**config.mk**
```make
export PLATFORM = sky130hd
export DESIGN_NAME = tcrs_top
export DESIGN_NICKNAME = d
export VERILOG_FILES = /design/src/design/tcrs_pkg.sv /design/src/design/tcrs_synth.sv /design/src/design/tcrs_top.sv
export SDC_FILE = /design/constraint.sdc
export NUM_CORES = 1
export LEC_CHECK = 0
export BUFFER_PORTS_ARGS = -buffer_cell sky130_fd_sc_hd__buf_2
export CORE_ASPECT_RATIO = 1.4
export CORE_UTILIZATION = 30
export CTS_BUF_LIST = sky130_fd_sc_hd__clkbuf_8
export DETAILED_ROUTE_END_ITERATION = 12
export GPL_TIMING_DRIVEN = 0
export MAX_ROUTING_LAYER = met4
export PLACE_DENSITY_LB_ADDON = 0.08
export SETUP_SLACK_MARGIN = 0.15
export SLEW_MARGIN = 20
export SYNTH_ARGS = -nofsm -noshare
export SYNTH_HDL_FRONTEND = slang
export SYNTH_SLANG_ARGS = --single-unit
```
**constraint.sdc**
```tcl
create_clock -name REF_CLK -period 10.05 [get_ports REF_CLK]
set_clock_uncertainty 0.1 [all_clocks]
set_input_delay 0 -clock REF_CLK [delete_from_list [all_inputs] [get_ports REF_CLK]]
set_output_delay 0 -clock REF_CLK [all_outputs]
set_load 0.05 [all_outputs]
```
**src/design/tcrs_pkg.sv**
```systemverilog
// Shared constants for the transmit clock-rate and clock-select block
`default_nettype none
package tcrs_pkg;
	// Synthesizer multipliers for the two rate-select levels
	localparam logic [4:0] MULT_HIGH = 5'h14;
	localparam logic [4:0] MULT_LOW = 5'h0A;
	// Bits per character and the half point of the character clock
	localparam logic [3:0] BITS_PER_CHAR = 4'hA;
	localparam logic [3:0] CHAR_HALF = 4'h5;
	// Three-level pin codes, two wires per select
	localparam logic [1:0] LVL_LOW = 2'h0;
	localparam logic [1:0] LVL_MID = 2'h1;
	localparam logic [1:0] LVL_HIGH = 2'h2;
	// Number of decoded transmit operating modes
	localparam logic [3:0] MODE_COUNT = 4'h9;
	// Register byte offsets
	localparam logic [11:0] OFS_CTRL = 12'h000;
	localparam logic [11:0] OFS_STATUS = 12'h004;
	localparam logic [11:0] OFS_PERIOD = 12'h008;
	// Control field positions and value after reset
	localparam int CTRL_SYNTH_EN = 0;
	localparam logic [31:0] CTRL_RESET = 32'h0000_0001;
	// Status field positions
	localparam int ST_RATE = 0;
	localparam int ST_RX_REF = 1;
	localparam int ST_HALF = 2;
	localparam int ST_INVALID = 3;
	localparam int ST_LOCKED = 4;
	localparam int ST_MODE = 8;
	localparam int ST_PHASE = 12;
	localparam int ST_MULT = 16;
	// Number of synchronised pin inputs
	localparam int PIN_COUNT = 12;
endpackage : tcrs_pkg
`default_nettype wire

```
**src/design/tcrs_synth.sv**
```systemverilog
// Transmit synthesizer model: bit and character clocks from the reference
`default_nettype none
module tcrs_synth #(
	parameter int CNT_W = 16
) (
	// Clock and reset
	input  wire logic             clk,
	input  wire logic             rst,
	// Control
	input  wire logic             enable,
	input  wire logic             ref_rise,
	input  wire logic [4:0]       mult,
	// Outputs
	output logic                  bit_en,
	output logic [3:0]            bit_cnt,
	output logic                  char_clk,
	output logic [CNT_W-1:0]      period
);
	logic [CNT_W-1:0] cnt;          // Cycles since last reference edge
	logic [CNT_W-1:0] next_cnt;
	logic [CNT_W-1:0] next_period;
	logic [CNT_W:0]   acc;          // Phase accumulator
	logic [CNT_W:0]   next_acc;
	logic [CNT_W:0]   sum;          // Accumulator plus step
	logic             next_bit_en;
	logic [3:0]       next_bit_cnt;
	logic             next_char_clk;

	// Period measurement and phase accumulation; a limitation: the
	// multiplier must not exceed the measured period, else bits are lost
	always_comb
	begin
		next_cnt = cnt + 1'b1;
		next_period = period;
		next_acc = acc;
		next_bit_en = 1'b0;
		next_bit_cnt = bit_cnt;
		next_char_clk = char_clk;
		sum = acc + {{(CNT_W-4){1'b0}}, mult};
		if (ref_rise)
		begin
			// Latch the reference period in clock cycles
			next_period = cnt + 1'b1;
			next_cnt = '0;
		end
		if (enable && period != '0)
		begin
			// RULE1 RULE2 multiply by select
			if (sum >= {1'b0, period})
			begin
				next_acc = sum - {1'b0, period};
				next_bit_en = 1'b1;
				// Bit counter wraps once per character
				if (bit_cnt == tcrs_pkg::BITS_PER_CHAR - 1'b1)
					next_bit_cnt = '0;
				else
					next_bit_cnt = bit_cnt + 1'b1;
				// RULE9 character clock from bits
				next_char_clk = (next_bit_cnt < tcrs_pkg::CHAR_HALF);
			end
			else
				next_acc = sum;
		end
	end

	// Register the synthesizer state
	always_ff @(posedge clk)
	begin
		if (rst)
		begin
			cnt <= '0;
			period <= '0;
			acc <= '0;
			bit_en <= 1'b0;
			bit_cnt <= '0;
			char_clk <= 1'b0;
		end
		else
		begin
			cnt <= next_cnt;
			period <= next_period;
			acc <= next_acc;
			bit_en <= next_bit_en;
			bit_cnt <= next_bit_cnt;
			char_clk <= next_char_clk;
		end
	end
endmodule : tcrs_synth
`default_nettype wire

```
**src/design/tcrs_top.sv**
```systemverilog
// Transmit clock-rate select, receive clock select and mode decode
//
// Function
// RULE1 - Rate high: synthesizer multiplies reference by 20
// RULE2 - Rate low: synthesizer multiplies reference by 10
// RULE3 - Reference source, rate high: half-rate receive clocks
// RULE4 - Reference source, rate low: full-rate receive clocks
// RULE5 - Host avoids high/mid clock select at high rate
// RULE6 - Host input clock matches transmit clock frequency
// RULE7 - Track input phase in reset, hold afterwards
// RULE8 - Decode two three-level inputs into nine modes
// RULE9 - True/complement transmit clock, one or two times reference
// RULE10 - Host changes selects only during transmit reset
`default_nettype none
module tcrs_top #(
	parameter int CNT_W = 16
) (
	// Clock and reset
	input  wire logic        REF_CLK,
	input  wire logic        RST,
	// Pins from the host
	input  wire logic        REFERENCE_CLOCK_IN,
	input  wire logic        RX_RECOVERED_CLOCK,
	input  wire logic        TX_SYNTH_RATE_SELECT,
	input  wire logic        RX_CLOCK_SOURCE_SELECT,
	input  wire logic [1:0]  TX_INPUT_CLOCK_SOURCE_SELECT,
	input  wire logic        TX_PARALLEL_INPUT_CLOCK,
	input  wire logic        TX_PATH_RESET_N,
	input  wire logic [3:0]  TX_OPERATING_MODE_SEL,
	// APB slave
	input  wire logic        PSEL,
	input  wire logic        PENABLE,
	input  wire logic        PWRITE,
	input  wire logic [11:0] PADDR,
	input  wire logic [31:0] PWDATA,
	output logic      [31:0] PRDATA,
	output logic             PREADY,
	output logic             PSLVERR,
	// Clock outputs
	output logic             TX_SYNTH_CLOCK_OUT_P,
	output logic             TX_SYNTH_CLOCK_OUT_N,
	output logic             TX_BIT_EN,
	output logic             RX_OUTPUT_CLOCK_PAIR_P,
	output logic             RX_OUTPUT_CLOCK_PAIR_N,
	output logic             RX_OUTPUT_CLOCK_AUX,
	// Status outputs
	output logic      [4:0]  TX_SYNTH_MULT,
	output logic      [3:0]  TX_OPERATING_MODE,
	output logic      [3:0]  TX_INPUT_PHASE,
	output logic             TX_INPUT_PHASE_LOCKED,
	output logic             TX_CONFIG_INVALID,
	output logic             RX_HALF_RATE
);
	localparam int N = tcrs_pkg::PIN_COUNT;

	// Decode a three-level code; the unused code reads as mid
	function automatic logic [1:0] lvl3(input logic [1:0] code);
		lvl3 = (code == 2'h3) ? tcrs_pkg::LVL_MID : code;
	endfunction : lvl3

	// Pin synchroniser stages and filtered result
	logic [N-1:0] s1;
	logic [N-1:0] s2;
	logic [N-1:0] s3;
	logic [N-1:0] filt;
	logic [N-1:0] next_filt;
	logic [N-1:0] pins;             // All host pins gathered

	// Filtered pin views
	logic       ref_lvl;            // Reference clock level
	logic       rec_lvl;            // Recovered clock level
	logic       rate;               // Rate select
	logic       rx_ref;             // Receive clocks from reference
	logic       rx_src_lvl;         // Source select pin, low picks reference
	logic [1:0] tx_sel;             // Input clock source select
	logic       tin_lvl;            // Host transmit input clock
	logic       tx_rst_n;           // Transmit path reset, low active
	logic [3:0] mode_pins;          // Two three-level mode codes

	// Edge detection and derived state
	logic       ref_prev;
	logic       tin_prev;
	logic       ref_rise;
	logic       tin_rise;
	logic [31:0] ctrl;              // Control register
	logic [31:0] next_ctrl;
	logic       bit_en;
	logic [3:0] bit_cnt;
	logic       char_clk;
	logic [CNT_W-1:0] period;
	logic [4:0] next_mult;
	logic [3:0] next_mode;
	logic [3:0] next_phase;
	logic       next_locked;
	logic       next_invalid;
	logic       next_rx_p;
	logic       next_rx_aux;
	logic       next_half;
	logic [1:0] ma;
	logic [1:0] mb;
	logic [31:0] next_prdata;
	logic       next_pslverr;
	logic [31:0] status;
	logic       acc_phase;          // APB access phase

	assign pins = {TX_OPERATING_MODE_SEL, TX_PATH_RESET_N,
		TX_PARALLEL_INPUT_CLOCK, TX_INPUT_CLOCK_SOURCE_SELECT,
		RX_CLOCK_SOURCE_SELECT, TX_SYNTH_RATE_SELECT,
		RX_RECOVERED_CLOCK, REFERENCE_CLOCK_IN};
	assign {mode_pins, tx_rst_n, tin_lvl, tx_sel, rx_src_lvl, rate,
		rec_lvl, ref_lvl} = filt;
	// RULE3 RULE4 low select picks reference
	assign rx_ref = ~rx_src_lvl;
	assign ref_rise = ref_lvl & ~ref_prev;
	assign tin_rise = tin_lvl & ~tin_prev;

	// Accept a pin change once the second and third stages agree
	always_comb
	begin
		for (int i = 0; i < N; i++)
			next_filt[i] = (s2[i] == s3[i]) ? s2[i] : filt[i];
	end

	// Synchroniser and edge history; pins settle through three stages
	always_ff @(posedge REF_CLK)
	begin
		if (RST)
		begin
			s1 <= '0;
			s2 <= '0;
			s3 <= '0;
			filt <= '0;
			ref_prev <= 1'b0;
			tin_prev <= 1'b0;
		end
		else
		begin
			s1 <= pins;
			s2 <= s1;
			s3 <= s2;
			filt <= next_filt;
			ref_prev <= ref_lvl;
			tin_prev <= tin_lvl;
		end
	end

	// Synthesizer model
	tcrs_synth #(
		.CNT_W    (CNT_W)
	) u_synth (
		.clk      (REF_CLK),
		.rst      (RST),
		.enable   (ctrl[tcrs_pkg::CTRL_SYNTH_EN]),
		.ref_rise (ref_rise),
		.mult     (TX_SYNTH_MULT),
		.bit_en   (bit_en),
		.bit_cnt  (bit_cnt),
		.char_clk (char_clk),
		.period   (period)
	);

	// Clock selection, mode decode and phase tracking
	always_comb
	begin
		// RULE1 RULE2 multiplier from rate
		next_mult = rate ? tcrs_pkg::MULT_HIGH : tcrs_pkg::MULT_LOW;
		// RULE8 nine-way mode decode
		ma = lvl3(mode_pins[3:2]);
		mb = lvl3(mode_pins[1:0]);
		next_mode = ({2'h0, ma} * 4'h3) + {2'h0, mb};
		// Flag a combination the host must avoid; the host keeps RULE5
		next_invalid = rate && (lvl3(tx_sel) != tcrs_pkg::LVL_LOW);
		// RULE3 RULE4 receive clocks follow the selected source, reference or recovered
		next_rx_p = rx_ref ? ref_lvl : rec_lvl;
		next_rx_aux = next_rx_p;
		next_half = rx_ref && rate;
		// RULE7 track phase while in reset
		next_phase = TX_INPUT_PHASE;
		next_locked = tx_rst_n;
		if (!tx_rst_n && tin_rise)
			next_phase = bit_cnt;
	end

	// Register clock outputs and status
	always_ff @(posedge REF_CLK)
	begin
		if (RST)
		begin
			TX_SYNTH_MULT <= tcrs_pkg::MULT_LOW;
			TX_OPERATING_MODE <= '0;
			TX_CONFIG_INVALID <= 1'b0;
			RX_OUTPUT_CLOCK_PAIR_P <= 1'b0;
			RX_OUTPUT_CLOCK_PAIR_N <= 1'b1;
			RX_OUTPUT_CLOCK_AUX <= 1'b0;
			RX_HALF_RATE <= 1'b0;
			TX_INPUT_PHASE <= '0;
			TX_INPUT_PHASE_LOCKED <= 1'b0;
			TX_SYNTH_CLOCK_OUT_P <= 1'b0;
			TX_SYNTH_CLOCK_OUT_N <= 1'b1;
			TX_BIT_EN <= 1'b0;
		end
		else
		begin
			TX_SYNTH_MULT <= next_mult;
			TX_OPERATING_MODE <= next_mode;
			TX_CONFIG_INVALID <= next_invalid;
			RX_OUTPUT_CLOCK_PAIR_P <= next_rx_p;
			RX_OUTPUT_CLOCK_PAIR_N <= ~next_rx_p;
			RX_OUTPUT_CLOCK_AUX <= next_rx_aux;
			RX_HALF_RATE <= next_half;
			TX_INPUT_PHASE <= next_phase;
			TX_INPUT_PHASE_LOCKED <= next_locked;
			// RULE9 true and complement outputs
			TX_SYNTH_CLOCK_OUT_P <= char_clk;
			TX_SYNTH_CLOCK_OUT_N <= ~char_clk;
			TX_BIT_EN <= bit_en;
		end
	end

	// Status word assembled from live block state
	always_comb
	begin
		status = '0;
		status[tcrs_pkg::ST_RATE] = rate;
		status[tcrs_pkg::ST_RX_REF] = rx_ref;
		status[tcrs_pkg::ST_HALF] = RX_HALF_RATE;
		status[tcrs_pkg::ST_INVALID] = TX_CONFIG_INVALID;
		status[tcrs_pkg::ST_LOCKED] = TX_INPUT_PHASE_LOCKED;
		status[tcrs_pkg::ST_MODE +: 4] = TX_OPERATING_MODE;
		status[tcrs_pkg::ST_PHASE +: 4] = TX_INPUT_PHASE;
		status[tcrs_pkg::ST_MULT +: 5] = TX_SYNTH_MULT;
	end

	// APB decode; zero wait states, so the access phase always completes
	assign PREADY = 1'b1;
	assign acc_phase = PSEL && PENABLE;
	always_comb
	begin
		next_ctrl = ctrl;
		next_prdata = PRDATA;
		next_pslverr = 1'b0;
		if (PSEL && !PENABLE)
		begin
			// Setup phase: prepare read data and error for the access
			next_prdata = '0;
			unique case (PADDR)
				tcrs_pkg::OFS_CTRL:
					next_prdata = ctrl;
				tcrs_pkg::OFS_STATUS:
					next_prdata = status;
				tcrs_pkg::OFS_PERIOD:
					next_prdata = 32'(period);
				default:
					next_pslverr = 1'b1;
			endcase
			// Status and period ignore writes but do not fault
		end
		else if (acc_phase)
		begin
			next_pslverr = PSLVERR;
			// Writes land at the completing edge only
			if (PWRITE && PADDR == tcrs_pkg::OFS_CTRL)
				next_ctrl = {31'h0, PWDATA[tcrs_pkg::CTRL_SYNTH_EN]};
		end
	end

	// Register file and bus answer registers
	always_ff @(posedge REF_CLK)
	begin
		if (RST)
		begin
			ctrl <= tcrs_pkg::CTRL_RESET;
			PRDATA <= '0;
			PSLVERR <= 1'b0;
		end
		else
		begin
			ctrl <= next_ctrl;
			PRDATA <= next_prdata;
			PSLVERR <= next_pslverr;
		end
	end
endmodule : tcrs_top
`default_nettype wire

```
# Word-level counts from Yosys, hierarchy flattened
# Cells that the tools add are included.
# classes
addsub	5
mul	1
order_cmp	2
n_eq_ne	19
n_mux	14
bitwise_logic	9
reduce_logical	17
# op_table
cell	n
$pmux W21 S3	1
$add A17 B5 Y17	1
$ge A17 B16 Y1	1
$mux W17	1
$sub A17 B16 Y17	1
$add A16 B1 Y16 const B	1
$reduce_bool A16 Y1	1
$eq A1 B1 Y1	12
$eq A12 B3 Y1 const B	1
$eq A12 B4 Y1 const B	1
$logic_not A12 Y1	1
$mux W4	3
$logic_and A1 B1 Y1	7
$not A1 Y1	7
$eq A2 B2 Y1 const B	3
$mux W2	3
$mux W1	5
$mux W5	1
$add A4 B1 Y4 const B	1
$add A4 B2 Y4	1
$eq A4 B4 Y1 const B	1
$lt A4 B3 Y1 const B	1
$mul A2 B2 Y4 const B	1
$reduce_or A2 Y1	2
other kinds (7)	9
# word_totals
ff_bits	160
input_bits	61
out_inout_bits	56
word_cells	104

# Depth between registers and ports, before layout
# logic_depth
ltp_word	5
depth_mapped	19
ltp_nobuf	18

# By module
# From an unflattened synthesis, not the netlist that was laid out.
# unflattened
cells_unflattened	753
hier_area_um2	6653.9
# modules_own_cells
mod	instances	cells_each	area_per_inst_um2	seq_area_each_um2
tcrs_synth	1	441	3557.2	1101.1
tcrs_top	1	312	3096.7	1761.7

# Least setup slack after synthesis
# No wires, ideal clock.
# synth_timing
path_type	register to register
startpoint	register TX_SYNTH_MULT[3]
endpoint	register u_synth.acc[13]
setup_ns	0.103
t_arrival_ns	3.947
t_required_ns	9.847
path_slack_ns	5.900
stages_incl_launch_ff	18
path_buffers	1
synth_period_minus_slack_ns	4.150
path_cell_list	dfxtp_1 ha_1 inv_1 fa_1 nor2b_1 o21ai_0 nand2b_1 nor2b_1 nand3_1 xnor2_1 ha_1 a21o_1 or3_1 o21ai_4 a21o_2 nand2_4 buf_4 a2111oi_2
# synth_via
elab_chain_cells	3
word_cells_on_any_way	4
cone_classes	add/sub (2); order compare (1); mux (1)
# synth_lines
element	line_no	source
start, declared	tcrs_top.sv:47	output logic [4:0] TX_SYNTH_MULT,
start signal, assigned	tcrs_top.sv:189	TX_SYNTH_MULT <= tcrs_pkg::MULT_LOW;
start signal, assigned	tcrs_top.sv:204	TX_SYNTH_MULT <= next_mult;
$add A17 B5 Y17 *	tcrs_synth.sv:39	sum = acc + {{(CNT_W-4){1'b0}}, mult};
$sub A17 B16 Y17 / $ge A17 B16 Y1 (equally long branches)	tcrs_synth.sv:51, tcrs_synth.sv:49	
$mux W17 *	tcrs_synth.sv:49	if (sum >= {1'b0, period})
end signal, assigned	tcrs_synth.sv:82	acc <= next_acc;
end, declared	tcrs_synth.sv:22	logic [CNT_W:0] acc;
# Mark *: on every way between the ends. The rest lies on a longest branch, timed or not.
# A chain may end at the register's enable or synchronous reset.

# Worst setup path in the final report
# layout_timing
startpoint	register TX_SYNTH_MULT[3]
endpoint	register u_synth.acc[7]
# The elaborated chain is that of the path after synthesis.

==> flow_summary.ini <==
[run_status]
run_status = complete, no violations

[cts]
root_buffer = clkbuf_8
cts_tree = yes
numCtsBuffers = 17
htreeDepth = 4
clock_latency_ns = 0.45
cts.repair.resized = 0
clkTransAtPathRegs_ns = 0.10
clock_sinks = 143
clockBufferDepth = 2

[power]
ir_worst_vdd_uv = 70.5
power.density_nw_per_um2 = 141
power_leakage_nw = 3.11

[place]
placed_area_um2 = 7350
place.gp.congestion = 0.836
dp.cells = 1115
dp_hpwl_um = 14500
port_buffers = 71

[die]
io-pin-count = 117
core_area_um2 = 21400
start_util_pct = 30.8
die_w_um = 127
die_y_um = 177
die-area_um2 = 22600
placementRows = 63

[min_path]
hp-start = PADDR[2]
min_to = PRDATA[0]
min_path_cells = 6
hold_path_class = input pin to flip-flop

[cells_and_area]
area_growth_syn_to_layout_pct = 21.2
stdcell_area_um2 = 7980
fin_nets = 951
final_cells = 1168
diodes = 0
num-fill-cells = 2199
drive_gt1_share_pct = 17.7

[detailed_routing]
vias_per_cell = 4.71
wl_per_cell_um = 15.9
drc = 0
ant_nets = 0
vias = 5500
drt_iter0_drc = 218
firstDrtPassIters = 5
finalWirelength_um = 18600

[timing]
rsz0062_at_grt = no
final_max_slew_viol_count = 0
period_share_pct = 45.7
slew_headroom_pct = 31.5
setup-tns-final_ns = 0
fmax_mhz = 218
tightest_slew_ns = 1.03
min_period_ns = 4.60
hold_viol_final = 0
setup_viol = 0

[global_route]
grt_max_degree = 19
antenna_found_initial = 0
grt_pass1_vias = 5396
grt_usage_pct = 17.6
grt_overflow = 0
grt_pass1_wl_um = 28800

[yosys]
postSynthAreaPerCell_um2 = 8.90
yosys_most_used_dff = dfxtp_1
synth.distinct_cells = 68
ys_async_sr_fraction_pct = 0
yosys_warnings = 0
syn_inst = 740
synth_area_leaders = dfxtp_1 (43%), nor2b_1 (5.0%), nor2_1 (4.7%)
synth_seq_cells = 143
netlist_area_um2 = 6590
synth_edf_count = 0
yosysSeqAreaShare_pct = 43.5
synth.top_cell.area_share_pct = 43.5
yosys.area.top_type = dfxtp_1

[setup_path]
critical_path_class = flip-flop to flip-flop
crit_path_end_kind = flip-flop
start_kind = flip-flop
r2r-end = u_synth.acc[7]
crit_fanout = 5
r2r-start = TX_SYNTH_MULT[3]
startpoint = TX_SYNTH_MULT[3]
rrSetupSlack_ns = 5.45
required_ns = 10.31
ff2ff_path_depth = 17
arrival_ns = 4.85

[job]
maxCapViolCount = 0
cells by family (layout without fill, tap and decap cells):
kind of cell / after synthesis / in the layout / synth area share (%)
other cells: 2 / 14 / 0.114
flops: 143 / 143 / 43.5
compound gates: 164 / 164 / 16.2
simple gates: 269 / 269 / 21.0
buf+inv: 87 / 211 / 7.10
xor+xnor: 41 / 41 / 5.57
mux: 7 / 7 / 1.06
fa+ha+maj: 27 / 27 / 5.47
per-stage QoR:
stage / power [W] / hold WS, ns / setup WS [ns] / util (%)
floorplan: 0.000645 / 0.0282 / 5.90 / -
global placement: 0.000668 / 0.107 / 5.46 / 34.4
detailed placement: 0.000668 / 0.116 / 5.47 / 34.4
CTS: 0.00115 / 0.0413 / 5.44 / 37.4
global route: 0.00118 / 0.0939 / 5.13 / 37.4
finish: 0.00113 / 0.0772 / 5.45 / 37.4
worst max-delay path by stage:
| stage | endpoint | slack, ns | cells after the start |
|---|---|---|---|
| 6_report | u_synth.acc[7] | 5.45 | 17 |
| 5_1_grt | u_synth.acc[7] | 5.13 | 17 |
| 4_1_cts | u_synth.acc[7] | 5.44 | 17 |
| 3_5_place_dp | u_synth.acc[2] | 5.47 | 18 |
| 3_3_place_gp | u_synth.acc[2] | 5.46 | 18 |
| 2_1_floorplan | u_synth.acc[13] | 5.90 | 17 |
routing by layer:
metal,global-route usage (%),share of wire (%)
met5,-,0
met1,19.0,42
met2,31.7,52
met4,7.39,2.9
met3,3.23,3.2
synthesized netlist by cell type (2+ instances only):
master and number:
a211oi_1 7, a21o_1 5, a21oi_1 51, a22oi_1 12, a311oi_1 7, a31oi_1 4, and2_1 3, and3_1 3
and3_2 2, and4_1 2, buf_1 2, buf_4 20, buf_6 2, clkbuf_1 21, clkbuf_8 5, conb_1 2
dfxtp_1 143, fa_1 3, ha_1 24, inv_1 36, mux2i_1 7, nand2_1 45, nand2_4 2, nand2b_1 12
nand3_1 25, nand4_1 5, nor2_1 82, nor2b_1 53, nor3_1 11, nor3b_1 2, nor4_1 8, o21a_1 4
o21ai_0 30, o21bai_1 5, o22ai_1 16, o31a_2 3, o32ai_1 3, or2_2 3, or3_1 2, or4_1 2
xnor2_1 25, xor2_1 15
worst max-delay path, stage by stage, from the launching register on:
cell and delay, ns:
dfxtp_1 0.51, ha_1 0.25, inv_1 0.06, fa_1 0.40, nor2b_1 0.12, o21ai_0 0.07
nand2b_1 0.19, nor2b_1 0.39, xnor2_1 0.15, ha_1 0.38, nand2_1 0.09, o21ai_0 0.31
o31a_1 0.22, o21ai_4 0.10, a21oi_4 0.26, nor2_4 0.10, or4_1 0.51, a311oi_1 0.27
power by group:
| part | switching (W) | internal [W] | leakage [nW] |
|---|---|---|---|
| logic | 0.0000507 | 0.0000319 | 1.74 |
| registers | 0.00000362 | 0.000574 | 1.16 |
| clock network | 0.000274 | 0.000193 | 0.206 |
cell type report:
class	instances	area (um^2)	share of cell area (%)
Buffer	51	333	4.17
Clock buffer	17	234	2.93
Clock inverter	15	185	2.32
Inverter	36	135	1.69
Multi-Input combinational cell	522	3300	41.4
Sequential cell	143	2860	35.9
Tap cell	292	365	4.58
Timing Repair Buffer	92	566	7.08
cells in the final DEF (no fill, tap or decap), types with 20 or more instances in the layout:
cell	count
clkbuf_8	22
dlygate4sd3_1	21
clkbuf_1	21
nor2b_1	53
inv_1	36
xnor2_1	25
nand2_1	45
nor2_1	82
nand3_1	25
o21ai_0	30
buf_2	72
ha_1	24
buf_4	20
a21oi_1	51
dfxtp_1	143
repair_timing:
item	4_1_cts	5_1_grt
hold buffers	21	0
hold endpoints to repair	20	0
buffers inserted	0	0
registers in the layout (all words and copies together), names as in the netlist, 2 cells and up:
register,flops
PRDATA,18
u_synth.acc,17
u_synth.cnt,16
u_synth.period,16
filt,12
s1,12
s2,12
s3,12
TX_INPUT_PHASE,4
TX_OPERATING_MODE,4
u_synth.bit_cnt,4
TX_SYNTH_MULT,2
No activity file was read; power rests on OpenSTA's default activity.
